### src/rtl/serial_status_flags_regs.svh
// Register offsets, field positions, reset values and timing counts of the serial status block.
// Assumes an APB master with 32-bit data and byte addresses on paddr.
// Summary of operation
// Transmit empty set at reset and load.
// Transmit empty cleared: status read, data write.
// Complete set when empty and nothing sending.
// Complete cleared: status read, then data/enable/break.
// Receive full set on character transfer.
// Receive full cleared: status, data, ninth-bit read.
// Idle set after 10 or 11 high bits.
// Idle count starts after start or stop.
// Idle cleared by sequence, once per character.
// Overrun set on unread data, character dropped.
// Overrun cleared: status read, data read.
// Seven start and three bit samples vote.
// Noise cleared: status read, data read.
// Framing error on low stop bit.
// Framing cleared: status read, data read.
// Parity error on mismatch when enabled.
// Parity cleared: status read, data read.
// Status register read-only, writes ignored.
// Complete interrupt requested when enabled.
// Clear only flags seen at status read.
`ifndef SERIAL_STATUS_FLAGS_REGS_SVH
`define SERIAL_STATUS_FLAGS_REGS_SVH

`define SSF_OFF_STATUS      8'h00
`define SSF_OFF_DATA        8'h04
`define SSF_OFF_CTRL_TWO    8'h08
`define SSF_OFF_CTRL_THREE  8'h0C
`define SSF_OFF_CTRL_ONE    8'h10
`define SSF_OFF_BAUD        8'h14

`define SSF_BIT_TX_EMPTY    7
`define SSF_BIT_TX_DONE     6
`define SSF_BIT_RX_FULL     5
`define SSF_BIT_IDLE        4
`define SSF_BIT_OVERRUN     3
`define SSF_BIT_NOISE       2
`define SSF_BIT_FRAMING     1
`define SSF_BIT_PARITY      0

`define SSF_BIT_TX_IRQ_EN   6
`define SSF_BIT_TX_ON       3
`define SSF_BIT_BREAK_Q     0
`define SSF_BIT_RX_NINTH    7
`define SSF_BIT_TX_NINTH    6
`define SSF_BIT_CHAR_LEN    4
`define SSF_BIT_IDLE_SEL    2
`define SSF_BIT_PARITY_ON   1
`define SSF_BIT_PARITY_ODD  0

`define SSF_RST_STATUS      8'hC0
`define SSF_RST_BAUD        16'h0001

`define SSF_TICKS_PER_BIT   4'hF
`define SSF_START_FIRST     4'h3
`define SSF_DATA_FIRST      4'h7
`define SSF_SAMPLE_LAST     4'h9
`define SSF_START_SAMPLES   3'h7
`define SSF_BIT_SAMPLES     3'h3
`define SSF_CHAR_BITS_SHORT 4'hA
`define SSF_CHAR_BITS_LONG  4'hB

`endif

### src/rtl/serial_status_flags_pkg.sv
// Types shared by the serial status block.
// Assumes nothing of its surroundings.
package serial_status_flags_pkg;
    typedef enum logic [3:0] {
        RX_IDLE  = 4'h1,
        RX_START = 4'h2,
        RX_DATA  = 4'h4,
        RX_STOP  = 4'h8
    } rx_state_e;
endpackage

### src/rtl/serial_status_flags.sv
// Serial interface with status flags, an APB register slave, a 16x receiver and a transmitter.
// Assumes rxd comes from another domain; APB runs on clk_sys.
`timescale 1ns/1ns
`include "serial_status_flags_regs.svh"
module serial_status_flags (
    input  wire logic        clk_sys,
    input  wire logic        rst_n,
    input  wire logic        psel,
    input  wire logic        penable,
    input  wire logic        pwrite,
    input  wire logic [7:0]  paddr,
    input  wire logic [31:0] pwdata,
    output logic      [31:0] prdata,
    output logic             pready,
    output logic             pslverr,
    input  wire logic        rxd,
    output logic             txd,
    output logic             tx_done_irq
);
    logic [7:0]  status;
    logic [7:0]  seen;
    logic        seen_data_rd;
    logic        seen_ninth_rd;
    logic [7:0]  ctrl_two;
    logic [7:0]  ctrl_one;
    logic        tx_ninth;
    logic [15:0] baud_div;
    logic [15:0] baud_cnt;
    logic        tick;
    logic        mapped;
    logic        setup;
    logic        rd_acc;
    logic        wr_acc;
    logic        rd_status;
    logic        rd_data;
    logic        rd_ninth;
    logic        wr_data;
    logic        wr_ctrl_two;
    logic        tx_on_rise;
    logic        break_write;
    logic        char_len;
    logic [3:0]  nbits;
    logic        rx_meta;
    logic        rx_sync;
    serial_status_flags_pkg::rx_state_e rx_state;
    logic [3:0]  rx_tick;
    logic [2:0]  rx_ones;
    logic [3:0]  rx_bit;
    logic [8:0]  rx_shift;
    logic        rx_par;
    logic        rx_noisy;
    logic [8:0]  rx_data;
    logic [2:0]  nsamp;
    logic        sample_now;
    logic        bit_val;
    logic        bit_noisy;
    logic        bit_end;
    logic        rx_done;
    logic        rx_take;
    logic [7:0]  idle_cnt;
    logic        idle_armed;
    logic        idle_hit;
    logic        rx_clr_full;
    logic        tx_busy;
    logic        preamble_pend;
    logic        break_pend;
    logic [8:0]  tx_buf;
    logic [11:0] tx_shift;
    logic [3:0]  tx_bits;
    logic [3:0]  tx_tick;
    logic        tx_load;
    logic        tx_special;
    logic        tx_par;
    logic [7:0]  next_status;
    logic        tc_clear;
    logic        set_overrun;

    assign setup       = psel & ~penable;
    assign pready      = 1'b1;
    assign rd_acc      = psel & penable & ~pwrite;
    assign wr_acc      = psel & penable & pwrite;
    assign mapped      = (paddr == `SSF_OFF_STATUS) | (paddr == `SSF_OFF_DATA)
                       | (paddr == `SSF_OFF_CTRL_TWO) | (paddr == `SSF_OFF_CTRL_THREE)
                       | (paddr == `SSF_OFF_CTRL_ONE) | (paddr == `SSF_OFF_BAUD);
    assign pslverr     = psel & penable & ~mapped;
    assign rd_status   = rd_acc & (paddr == `SSF_OFF_STATUS);
    assign rd_data     = rd_acc & (paddr == `SSF_OFF_DATA);
    assign rd_ninth    = rd_acc & (paddr == `SSF_OFF_CTRL_THREE);
    assign wr_data     = wr_acc & (paddr == `SSF_OFF_DATA);
    assign wr_ctrl_two = wr_acc & (paddr == `SSF_OFF_CTRL_TWO);
    assign tx_on_rise  = wr_ctrl_two & pwdata[`SSF_BIT_TX_ON] & ~ctrl_two[`SSF_BIT_TX_ON];
    assign break_write = wr_ctrl_two & pwdata[`SSF_BIT_BREAK_Q];
    assign char_len    = ctrl_one[`SSF_BIT_CHAR_LEN];
    assign nbits       = char_len ? 4'h9 : 4'h8;

    // Read data is captured in the setup phase; status has no write path.
    always_ff @(posedge clk_sys or negedge rst_n) begin
        if (!rst_n) begin
            prdata <= 32'h0;
        end else if (setup && !pwrite) begin
            case (paddr)
                `SSF_OFF_STATUS:     prdata <= {24'h0, status};
                `SSF_OFF_DATA:       prdata <= {24'h0, rx_data[7:0]};
                `SSF_OFF_CTRL_TWO:   prdata <= {24'h0, ctrl_two};
                `SSF_OFF_CTRL_THREE: prdata <= {24'h0, rx_data[8], tx_ninth, 6'h0};
                `SSF_OFF_CTRL_ONE:   prdata <= {24'h0, ctrl_one};
                `SSF_OFF_BAUD:       prdata <= {16'h0, baud_div};
                default:             prdata <= 32'h0;
            endcase
        end
    end

    // writes to status ignored.
    always_ff @(posedge clk_sys or negedge rst_n) begin
        if (!rst_n) begin
            ctrl_two <= 8'h00;
            ctrl_one <= 8'h00;
            tx_ninth <= 1'b0;
            baud_div <= `SSF_RST_BAUD;
        end else if (wr_acc) begin
            case (paddr)
                `SSF_OFF_CTRL_TWO:   ctrl_two <= pwdata[7:0];
                `SSF_OFF_CTRL_ONE:   ctrl_one <= pwdata[7:0];
                `SSF_OFF_CTRL_THREE: tx_ninth <= pwdata[`SSF_BIT_TX_NINTH];
                `SSF_OFF_BAUD:       baud_div <= pwdata[15:0];
                default:             baud_div <= baud_div;
            endcase
        end
    end

    // Sixteen ticks make one bit time.
    always_ff @(posedge clk_sys or negedge rst_n) begin
        if (!rst_n) begin
            baud_cnt <= 16'h0000;
        end else if (baud_cnt + 16'h0001 >= baud_div) begin
            baud_cnt <= 16'h0000;
        end else begin
            baud_cnt <= baud_cnt + 16'h0001;
        end
    end
    assign tick = (baud_cnt + 16'h0001 >= baud_div);

    always_ff @(posedge clk_sys or negedge rst_n) begin
        if (!rst_n) begin
            rx_meta <= 1'b1;
            rx_sync <= 1'b1;
        end else begin
            rx_meta <= rxd;
            rx_sync <= rx_meta;
        end
    end

    // seven or three samples per bit.
    assign nsamp      = (rx_state == serial_status_flags_pkg::RX_START) ?
                        `SSF_START_SAMPLES : `SSF_BIT_SAMPLES;
    assign sample_now = tick && (rx_tick <= `SSF_SAMPLE_LAST) &&
                        (rx_tick >= ((rx_state == serial_status_flags_pkg::RX_START) ?
                                     `SSF_START_FIRST : `SSF_DATA_FIRST));
    assign bit_end    = tick && (rx_tick == `SSF_TICKS_PER_BIT);
    assign bit_val    = ({rx_ones, 1'b0} > {1'b0, nsamp});
    assign bit_noisy  = (rx_ones != 3'h0) && (rx_ones != nsamp);
    assign rx_done    = bit_end && (rx_state == serial_status_flags_pkg::RX_STOP);
    assign rx_take    = rx_done && !status[`SSF_BIT_RX_FULL];

    always_ff @(posedge clk_sys or negedge rst_n) begin
        if (!rst_n) begin
            rx_state <= serial_status_flags_pkg::RX_IDLE;
            rx_tick  <= 4'h0;
            rx_ones  <= 3'h0;
            rx_bit   <= 4'h0;
            rx_shift <= 9'h000;
            rx_par   <= 1'b0;
            rx_noisy <= 1'b0;
        end else begin
            if (tick) begin
                rx_tick <= rx_tick + 4'h1;
            end
            if (sample_now && rx_sync) begin
                rx_ones <= rx_ones + 3'h1;
            end
            case (rx_state)
                serial_status_flags_pkg::RX_IDLE: begin
                    if (tick && !rx_sync) begin
                        rx_state <= serial_status_flags_pkg::RX_START;
                        rx_tick  <= 4'h1;
                        rx_ones  <= 3'h0;
                        rx_noisy <= 1'b0;
                        rx_par   <= 1'b0;
                        rx_bit   <= 4'h0;
                    end
                end
                serial_status_flags_pkg::RX_START: begin
                    if (bit_end) begin
                        rx_ones  <= 3'h0;
                        rx_noisy <= bit_noisy;
                        rx_state <= bit_val ? serial_status_flags_pkg::RX_IDLE :
                                              serial_status_flags_pkg::RX_DATA;
                    end
                end
                serial_status_flags_pkg::RX_DATA: begin
                    if (bit_end) begin
                        rx_ones  <= 3'h0;
                        rx_noisy <= rx_noisy | bit_noisy;
                        rx_par   <= rx_par ^ bit_val;
                        rx_shift <= {bit_val, rx_shift[8:1]};
                        rx_bit   <= rx_bit + 4'h1;
                        if (rx_bit + 4'h1 == nbits) begin
                            rx_state <= serial_status_flags_pkg::RX_STOP;
                        end
                    end
                end
                serial_status_flags_pkg::RX_STOP: begin
                    if (bit_end) begin
                        rx_ones  <= 3'h0;
                        rx_state <= serial_status_flags_pkg::RX_IDLE;
                    end
                end
                default: rx_state <= serial_status_flags_pkg::RX_IDLE;
            endcase
        end
    end

    // dropped character keeps old data.
    always_ff @(posedge clk_sys or negedge rst_n) begin
        if (!rst_n) begin
            rx_data <= 9'h000;
        end else if (rx_take) begin
            rx_data <= char_len ? rx_shift : {1'b0, rx_shift[8:1]};
        end
    end

    // idle counted in ticks.
    always_ff @(posedge clk_sys or negedge rst_n) begin
        if (!rst_n) begin
            idle_cnt <= 8'h00;
        end else if (!rx_sync || idle_hit) begin
            idle_cnt <= 8'h00;
        end else if (tick && (ctrl_one[`SSF_BIT_IDLE_SEL] ?
                              (rx_state == serial_status_flags_pkg::RX_IDLE) :
                              (rx_state != serial_status_flags_pkg::RX_START))) begin
            idle_cnt <= idle_cnt + 8'h01;
        end
    end
    assign idle_hit = idle_armed && (idle_cnt ==
                      {(char_len ? `SSF_CHAR_BITS_LONG : `SSF_CHAR_BITS_SHORT), 4'h0});

    // rearmed only by a received character.
    always_ff @(posedge clk_sys or negedge rst_n) begin
        if (!rst_n) begin
            idle_armed <= 1'b0;
        end else if (rx_take) begin
            idle_armed <= 1'b1;
        end else if (idle_hit) begin
            idle_armed <= 1'b0;
        end
    end

    // flags seen at the last status read.
    always_ff @(posedge clk_sys or negedge rst_n) begin
        if (!rst_n) begin
            seen          <= 8'h00;
            seen_data_rd  <= 1'b0;
            seen_ninth_rd <= 1'b0;
        end else if (rd_status) begin
            seen          <= prdata[7:0];
            seen_data_rd  <= 1'b0;
            seen_ninth_rd <= 1'b0;
        end else begin
            if (rd_data) begin
                seen[`SSF_BIT_IDLE:`SSF_BIT_PARITY] <= 5'h00;
                seen_data_rd <= 1'b1;
            end
            if (rd_ninth) begin
                seen_ninth_rd <= 1'b1;
            end
            if (rx_clr_full) begin
                seen[`SSF_BIT_RX_FULL] <= 1'b0;
            end
            if (wr_data) begin
                seen[`SSF_BIT_TX_EMPTY] <= 1'b0;
            end
            if (tc_clear) begin
                seen[`SSF_BIT_TX_DONE] <= 1'b0;
            end
        end
    end

    // ninth-bit mode needs both reads.
    assign rx_clr_full = seen[`SSF_BIT_RX_FULL] &&
                         (char_len ? ((rd_data || seen_data_rd) && (rd_ninth || seen_ninth_rd) &&
                                      (rd_data || rd_ninth))
                                   : rd_data);
    // three ways to clear completion.
    assign tc_clear    = seen[`SSF_BIT_TX_DONE] && (wr_data || tx_on_rise || break_write);
    assign set_overrun = rx_done && status[`SSF_BIT_RX_FULL];

    // Flag updates; a hardware set wins over a software clear, except for completion, where the clear wins.
    always_comb begin
        next_status = status;
        // cleared by status read then data write.
        if (wr_data && seen[`SSF_BIT_TX_EMPTY]) begin
            next_status[`SSF_BIT_TX_EMPTY] = 1'b0;
        end
        // set when the shifter loads buffered data, not a preamble or break.
        if (tx_load && !tx_special) begin
            next_status[`SSF_BIT_TX_EMPTY] = 1'b1;
        end
        if (tc_clear) begin
            next_status[`SSF_BIT_TX_DONE] = 1'b0;
        end
        // set when nothing is being sent.
        if (status[`SSF_BIT_TX_EMPTY] && !tx_busy && !preamble_pend && !break_pend &&
            !tc_clear && !wr_data) begin
            next_status[`SSF_BIT_TX_DONE] = 1'b1;
        end
        if (rx_clr_full) begin
            next_status[`SSF_BIT_RX_FULL] = 1'b0;
        end
        // cleared by data read.
        if (rd_data) begin
            next_status[`SSF_BIT_IDLE:`SSF_BIT_PARITY] =
                status[`SSF_BIT_IDLE:`SSF_BIT_PARITY] & ~seen[`SSF_BIT_IDLE:`SSF_BIT_PARITY];
        end
        // set on transfer to the buffer.
        if (rx_take) begin
            next_status[`SSF_BIT_RX_FULL] = 1'b1;
            // noise set with the full flag.
            next_status[`SSF_BIT_NOISE]   = rx_noisy | bit_noisy;
            // framing error on low stop.
            next_status[`SSF_BIT_FRAMING] = ~bit_val;
            // parity checked when enabled.
            next_status[`SSF_BIT_PARITY]  = ctrl_one[`SSF_BIT_PARITY_ON] &
                                            (rx_par ^ ctrl_one[`SSF_BIT_PARITY_ODD]);
        end
        // overrun set on unread data.
        if (set_overrun) begin
            next_status[`SSF_BIT_OVERRUN] = 1'b1;
        end
        if (idle_hit) begin
            next_status[`SSF_BIT_IDLE] = 1'b1;
        end
    end

    always_ff @(posedge clk_sys or negedge rst_n) begin
        if (!rst_n) begin
            status <= `SSF_RST_STATUS;
        end else begin
            status <= next_status;
        end
    end

    // completion interrupt request.
    assign tx_done_irq = status[`SSF_BIT_TX_DONE] & ctrl_two[`SSF_BIT_TX_IRQ_EN];

    // Transmitter: preamble, break, then buffered data, one frame at a time.
    assign tx_special = preamble_pend | break_pend;
    assign tx_load    = !tx_busy && ctrl_two[`SSF_BIT_TX_ON] &&
                        (tx_special || !status[`SSF_BIT_TX_EMPTY]);
    assign tx_par     = ^tx_buf[7:0] ^ (char_len & tx_buf[8]) ^ ctrl_one[`SSF_BIT_PARITY_ODD];

    always_ff @(posedge clk_sys or negedge rst_n) begin
        if (!rst_n) begin
            tx_buf <= 9'h000;
        end else if (wr_data) begin
            tx_buf <= {tx_ninth, pwdata[7:0]};
        end
    end

    always_ff @(posedge clk_sys or negedge rst_n) begin
        if (!rst_n) begin
            preamble_pend <= 1'b0;
            break_pend    <= 1'b0;
        end else begin
            if (tx_on_rise) begin
                preamble_pend <= 1'b1;
            end else if (tx_load && preamble_pend) begin
                preamble_pend <= 1'b0;
            end
            if (break_write) begin
                break_pend <= 1'b1;
            end else if (tx_load && !preamble_pend && break_pend &&
                         !ctrl_two[`SSF_BIT_BREAK_Q]) begin
                break_pend <= 1'b0;
            end
        end
    end

    always_ff @(posedge clk_sys or negedge rst_n) begin
        if (!rst_n) begin
            tx_busy  <= 1'b0;
            tx_shift <= 12'hFFF;
            tx_bits  <= 4'h0;
            tx_tick  <= 4'h0;
        end else if (tx_load) begin
            tx_busy <= 1'b1;
            tx_tick <= 4'h0;
            tx_bits <= char_len ? `SSF_CHAR_BITS_LONG : `SSF_CHAR_BITS_SHORT;
            if (preamble_pend) begin
                tx_shift <= 12'hFFF;
            end else if (break_pend) begin
                tx_shift <= char_len ? 12'h800 : 12'hC00;
                tx_bits  <= (char_len ? `SSF_CHAR_BITS_LONG : `SSF_CHAR_BITS_SHORT) + 4'h1;
            end else if (char_len) begin
                tx_shift <= {2'h3, ctrl_one[`SSF_BIT_PARITY_ON] ? tx_par : tx_buf[8],
                             tx_buf[7:0], 1'b0};
            end else begin
                tx_shift <= {3'h7, ctrl_one[`SSF_BIT_PARITY_ON] ? tx_par : tx_buf[7],
                             tx_buf[6:0], 1'b0};
            end
        end else if (tx_busy && tick) begin
            tx_tick <= tx_tick + 4'h1;
            if (tx_tick == `SSF_TICKS_PER_BIT) begin
                tx_shift <= {1'b1, tx_shift[11:1]};
                tx_bits  <= tx_bits - 4'h1;
                if (tx_bits == 4'h1) begin
                    tx_busy <= 1'b0;
                end
            end
        end
    end

    always_ff @(posedge clk_sys or negedge rst_n) begin
        if (!rst_n) begin
            txd <= 1'b1;
        end else begin
            txd <= tx_busy ? tx_shift[0] : 1'b1;
        end
    end
endmodule

### config.mk
export PLATFORM = sky130hd
export DESIGN_NAME = serial_status_flags
export DESIGN_NICKNAME = d
export VERILOG_FILES = /design/src/rtl/serial_status_flags_pkg.sv /design/src/rtl/serial_status_flags.sv
export VERILOG_INCLUDE_DIRS = /design/src /design/src/rtl
export SDC_FILE = /design/constraint.sdc
export NUM_CORES = 1
export LEC_CHECK = 0
export BUFFER_PORTS_ARGS = -buffer_cell sky130_fd_sc_hd__buf_2
export CAP_MARGIN = 20
export CORE_MARGIN = 2
export CORE_UTILIZATION = 30
export DETAILED_ROUTE_END_ITERATION = 6
export MAX_ROUTING_LAYER = met4
export PLACE_DENSITY = 0.46
export SLEW_MARGIN = 20
export SYNTH_ARGS = -nofsm -noshare
export SYNTH_HDL_FRONTEND = slang
export SYNTH_SLANG_ARGS = --single-unit
### constraint.sdc
create_clock -name clk_sys -period 7.9 [get_ports clk_sys]
set_input_delay 0.395 -clock clk_sys [delete_from_list [all_inputs] [get_ports clk_sys]]
set_output_delay 0.395 -clock clk_sys [all_outputs]
set_load 0.01 [all_outputs]
# Word-level counts from Yosys, hierarchy flattened
# Cells that the tools add are included.
# totals
regBits	178
latch_bits	0
ramBits	0
romBits	0
input_bits	46
output_inout_bits	36
word_cells	265
n_memories	0
# op_classes
n_addsub	8
multipliers	0
div_mod_pow	0
magnitude_cmp	4
n_eq_ne	21
shift	0
n_mux	78
bitwise	34
reduce_logical	82
# ops
cell	count
one-hot mux 16 bit (6 select lines)	1
two-way mux 4 bit	17
nonzero test 2 bit	19
two-way mux 12 bit	3
two-way mux 1 bit	34
two-way mux 11 bit	3
logical AND 1 bit	30
two-way mux 8 bit	3
two-way mux 3 bit	7
adder 16 x 1 -> 16 bit, second input constant	1
adder 4 x 1 -> 4 bit, second input constant	4
AND 1 bit	16
equality test 8 x 4 -> 1 bit, second input constant	2
equality test 8 x 5 -> 1 bit, second input constant	2
>= comparator 16 bit	1
two-way mux 16 bit	1
one-hot mux 4 bit (4 select lines)	1
equality test 4 bit, second input constant	3
AND reduction 2 bit	6
zero test 1 bit	11
two-way mux 10 bit	1
two-way mux 5 bit	2
!= test 2 bit, second input constant	5
two-way mux 9 bit	1
other kinds (31)	53

# Depth between registers and ports, before layout
# depth
depth_word	12
ltp_mapped	16
ltp_nobuf	14

# Least setup slack after synthesis
# OpenSTA, ideal clock, no wires.
# synth_path
path_type	reg2reg
from	reg baud_cnt[2]
to	reg rx_bit[3]
arrival_ps	2994
t_required_ps	7831
slack_ps	4837
path_stages_with_launch	15
path_buffers	1
period_less_slack_ps	3063
path_cell_list	dfrtp_1 nand3_1 nor2_1 nand2_1 or2_2 nor2_1 xor2_1 ha_1 nand4_1 a211o_1 o211a_4 or3_1 buf_2 or3_1 nand3_1
# synth_via
elab_chain_cells	5
# synth_rtl
element	line_no	source
start: declaration	serial_status_flags.sv:28	logic [15:0] baud_cnt;
start signal: assignment	serial_status_flags.sv:138	baud_cnt <= baud_cnt + 16'h0001;
adder 16 x 1 -> 16 bit (*)	serial_status_flags.sv:141	assign tick = (baud_cnt + 16'h0001 >= baud_div);
>= comparator 16 bit (*)	serial_status_flags.sv:141	
logical AND 1 bit (on tied branches)	serial_status_flags.sv:183, serial_status_flags.sv:159	
!= test 2 bit (no line)	n/a	
AND reduction 3 bit (no line) (*)	n/a	
end signal: assignment	serial_status_flags.sv:206	rx_bit <= rx_bit + 4'h1;
end: declaration	serial_status_flags.sv:48	logic [3:0] rx_bit;
# Every way passes the cells marked *; elsewhere a longest branch is shown, timed or not.
# A chain may end at the register's enable or synchronous reset.

# Worst setup path in the final report
# layout_path
from	reg baud_cnt[2]
to	reg tx_bits[1]
# layout_via
elab_chain_cells	5
# layout_rtl
element	line_no	source
adder 16 x 1 -> 16 bit	serial_status_flags.sv:141	
>= comparator 16 bit	serial_status_flags.sv:141	
logical AND 1 bit	serial_status_flags.sv:410	end else if (tx_busy && tick) begin
nonzero test 2 bit (no line)	n/a	
AND reduction 2 bit (no line)	n/a	
end signal: assignment	serial_status_flags.sv:397	tx_bits <= char_len ? `SSF_CHAR_BITS_LONG : `SSF_CHAR_BITS_SHORT;
end signal: assignment	serial_status_flags.sv:402	tx_bits <= (char_len ? `SSF_CHAR_BITS_LONG : `SSF_CHAR_BITS_SHORT) + 4'h1;
end signal: assignment	serial_status_flags.sv:414	tx_bits <= tx_bits - 4'h1;
end: declaration	serial_status_flags.sv:69	logic [3:0] tx_bits;
# Every way passes these cells.

==> summary.md <==
The initial antenna violation count was 0; the fraction of layout instances using a drive strength above 1 was 0.1812. The most numerous cell on the critical path was sky130_fd_sc_hd__nand3_1. The detailed placement HPWL is 13,850 um. The initial core utilization came out at 0.3067. The logs give 2 for the clock tree buffer depth and 1,223 for the count of placed standard cells including taps. The flow ran to the end, and the final reports show no timing, DRC or antenna violations. The relative slew slack was 0.3736; the global-route usage over all layers was 0.1480.

The delay of the slowest cell on the worst path is 0.78 ns, and the transition at the pin with the smallest max-transition slack is 0.9370 ns. The later pin in the worst-skew pair is clocked with a latency of 0.42 ns. The floorplan row count is 60.

The library cell with the largest summed area after synthesis was sky130_fd_sc_hd__dfrtp_1. Yosys mapped a number of flops with a built-in enable equal to 0. The maximum fanout count along the critical path is 34, and the average via count per standard cell is 4.681.

Synthesis produced 834 cells. Critical path startpoint category: a register. The logs give 1,255 for the final non-filler cell total and 0.7296 for the final weighted congestion in routability-driven placement. The die width came out at 170.5 um. Setup repair after global routing left no endpoint under its margin.

Summed over all layers, the global routing overflow is 0. The core outline area was 27,100 sq um; the final standard cell utilization of the core was 0.3474. The number of design-rule violations left by the first detailed-router iteration was 359. Across the run, the number of max-cap violations was 0. After clock tree synthesis, the setup repair step added 0 buffers. The y dimension of the die is 170.5 um. Counting both buffers and inverters, the worst setup path holds a total of 0. The wire length of the first global-routing pass is 32,310 um. Category of the most critical setup path: reg2reg. 0 antenna diodes ended up in the layout.

Total power consumption of the routed design: 2.341 mW. For the setup slack after placement, the log shows 3.853 ns. The logs give 0 for the number of endpoints failing setup at the final stage and 0 for the number of gates given a new drive strength after cts. The floorplan step defined a die boundary enclosing 29,060 sq um. Final setup skew: 0.01540 ns.

The endpoint kind of the worst setup timing path was a register. The first detailed-routing pass took 4 iterations. Number of buffer cells added on primary ports: 48. The summed negative setup slack over all endpoints is 0 ns. TritonCTS built the clock tree. The routed design has 19,760 um of wire. The instance area after placement came out at 8836 sq um. For the CTS sink count, the log shows 161.

Across all setup checks in the final design, the least slack found is 3.893 ns. The final worst-path cycle share came out at 0.5072. The count of nets left with antenna violations once routing finished came out at 0. Count of final max-slew check failures: 0.

For the Yosys warning count, the log shows 0. The power density relative to cell area works out to 248.7 nW/um^2. In the synthesized netlist the dominant register cell turns out to be sky130_fd_sc_hd__dfrtp_1. Broken down by cell family, the worst path's largest delay share belongs to simple AND/OR/NAND/NOR gates.

The fraction of post-synthesis cell area in the top cell type by area came out at 0.4305. The total number of vias came out at 5,875. The share of flip-flops with an asynchronous set or reset after synthesis is 1.000, and the clock buffer count from CTS is 17. Summed over all cells, the static leakage comes to 4.390 nW. The arrival time at the worst endpoint is 4.34 ns. The tools report the worst hold slack after final layout as 0.07057 ns. The number of nets in the finished design is 946. During I/O placement, the number of pins put on the boundary was 82. The slowest stage of the critical path belongs to the cell sky130_fd_sc_hd__nor2_2. The tools report the number of global-route vias before repair as 5,758.

For this design, the CTS-stage hold fixing added 0 buffers. The clock-pin slew on the worst setup and hold paths came out at 0.07 ns. Final routed DRC violation total: 0.

Post-synthesis average cell area: 9.968 sq um. The number of different library cells used by synthesis comes to 67. For flop-to-flop paths, the worst setup slack is 3.89 ns. The signal on the critical path passes through nand3_1, nor2_1, nand3_1, nor4_1, xor2_1, ha_1, nand4_1, a211o_1, o211a_4, nor2_2, mux2_2, a21oi_1. The average routed wire per standard cell works out to 15.75 um. The data required time at the worst endpoint is 8.23 ns. The run gives 0 as the hold violation count in the final report. Number of synthesized register bits: 161. Path type of the worst min-delay path: in2reg.

The logs give 4 for the H-tree level count and 109 for the pin count of the biggest net entering global routing. Timing would allow up to 249.6 MHz. The highest ir drop seen on vdd is 0.0001869 V.

After synthesis the cells add up to 8313 sq um. The finished cells cover 9414 sq um. Compared with the post-synthesis result, the final layout area differs by 13.25%. The tools report the library cell used as clock root buffer as sky130_fd_sc_hd__clkbuf_16.

In the post-synthesis netlist, the biggest area contributors are sky130_fd_sc_hd__dfrtp_1 43%, sky130_fd_sc_hd__nand2_1 6.0%, sky130_fd_sc_hd__dfstp_2 5.7%. After layout, the minimum clock period comes to 4.007 ns. The tools report the sequential fraction of the synthesis area as 0.4874.
==> path summary, 6_finish.rpt <==
path / end / from / cells after the start
worst min-delay path: rx_meta / rxd / 1
min in group asynchronous: rx_bit[0] / rst_n / 1
worst max register to register: tx_bits[1] / baud_cnt[2] / 12
max in group asynchronous: baud_cnt[4] / rst_n / 2
worst min register to register: rx_sync / rx_meta / 0
worst max-delay path: tx_bits[1] / baud_cnt[2] / 12
==> synthesized netlist by cell type (all sizes together), types with 18 or more instances <==
cell	number
xnor2	28
inv	33
and2	18
buf	33
o21ai	39
mux2i	21
clkbuf	19
dfrtp	143
ha	30
nor2	55
mux2	42
nand3	45
a21oi	36
nand2	135
dfstp	18
==> power by group <==
group / total (mW) / switching, mW / internal [mW]
clock network: 0.807 / 0.366 / 0.441
logic: 0.532 / 0.327 / 0.206
registers: 1.00 / 0.0790 / 0.923
total: 2.34 / 0.772 / 1.57
==> cells by family after synthesis <==
| group | share of synthesized area |
|---|---|
| AO/OA/AOI/OAI | 0.09272 |
| XOR/XNOR | 0.04485 |
| adder cells (fa/ha/maj) | 0.04515 |
| buffers and inverters | 0.05027 |
| flip-flops | 0.4874 |
| multiplexers | 0.08760 |
| other | 0.0009034 |
| AND/OR/NAND/NOR | 0.1912 |
==> flip-flops by register name, summed over array words and instances (netlist names), 3 cells and up <==
signal,count
baud_cnt,16
baud_div,16
prdata,16
tx_shift,11
rx_data,9
rx_shift,9
tx_buf,9
ctrl_one,8
ctrl_two,8
idle_cnt,8
seen,8
status,8
rx_bit,4
rx_state,4
rx_tick,4
tx_bits,4
tx_tick,4
rx_ones,3
==> area by class of cell <==
class	instances	area (sq um)
fillers	2794	17690
flip-flops and latches	161	4051
multi-input cells	602	3900
well taps	372	465.4
clock buffers	19	464.2
repair buffers	54	294.0
inverters	34	127.6
clock inverters	13	111.4
==> cell usage in the layout (no fill, tap or decap), types with 4 or more instances in the layout <==
cell                          n
sky130_fd_sc_hd__o211ai_1     4
sky130_fd_sc_hd__nand3b_1     4
sky130_fd_sc_hd__clkbuf_16   18
sky130_fd_sc_hd__o21ai_0     36
sky130_fd_sc_hd__nor4_1       5
sky130_fd_sc_hd__nor2b_1     13
sky130_fd_sc_hd__nor2_1      54
sky130_fd_sc_hd__dfstp_2     18
sky130_fd_sc_hd__a221oi_1     7
sky130_fd_sc_hd__buf_2       47
sky130_fd_sc_hd__and3_1      11
sky130_fd_sc_hd__xnor2_1     28
sky130_fd_sc_hd__nor3_1      11
sky130_fd_sc_hd__xor2_1      12
sky130_fd_sc_hd__nand4_1      9
sky130_fd_sc_hd__nand2_1    133
sky130_fd_sc_hd__mux2_2      41
sky130_fd_sc_hd__a211oi_1     5
sky130_fd_sc_hd__conb_1      17
sky130_fd_sc_hd__mux2i_1     21
sky130_fd_sc_hd__and2_1      17
sky130_fd_sc_hd__nand3_1     45
sky130_fd_sc_hd__a22o_1      10
sky130_fd_sc_hd__inv_6        6
sky130_fd_sc_hd__ha_1        30
sky130_fd_sc_hd__buf_4        6
sky130_fd_sc_hd__inv_1       32
sky130_fd_sc_hd__a21o_1       5
sky130_fd_sc_hd__a21oi_1     35
sky130_fd_sc_hd__nand2b_1     4
sky130_fd_sc_hd__dfrtp_1    143
==> layer usage <==
layer / global-route usage / wire length (um)
met1: 0.2075 / 10130
met2: 0.2199 / 8813
met3: 0.02721 / 621
met4: 0.03939 / 195
met5: - / 0
Power figures use the tool's default switching activity.
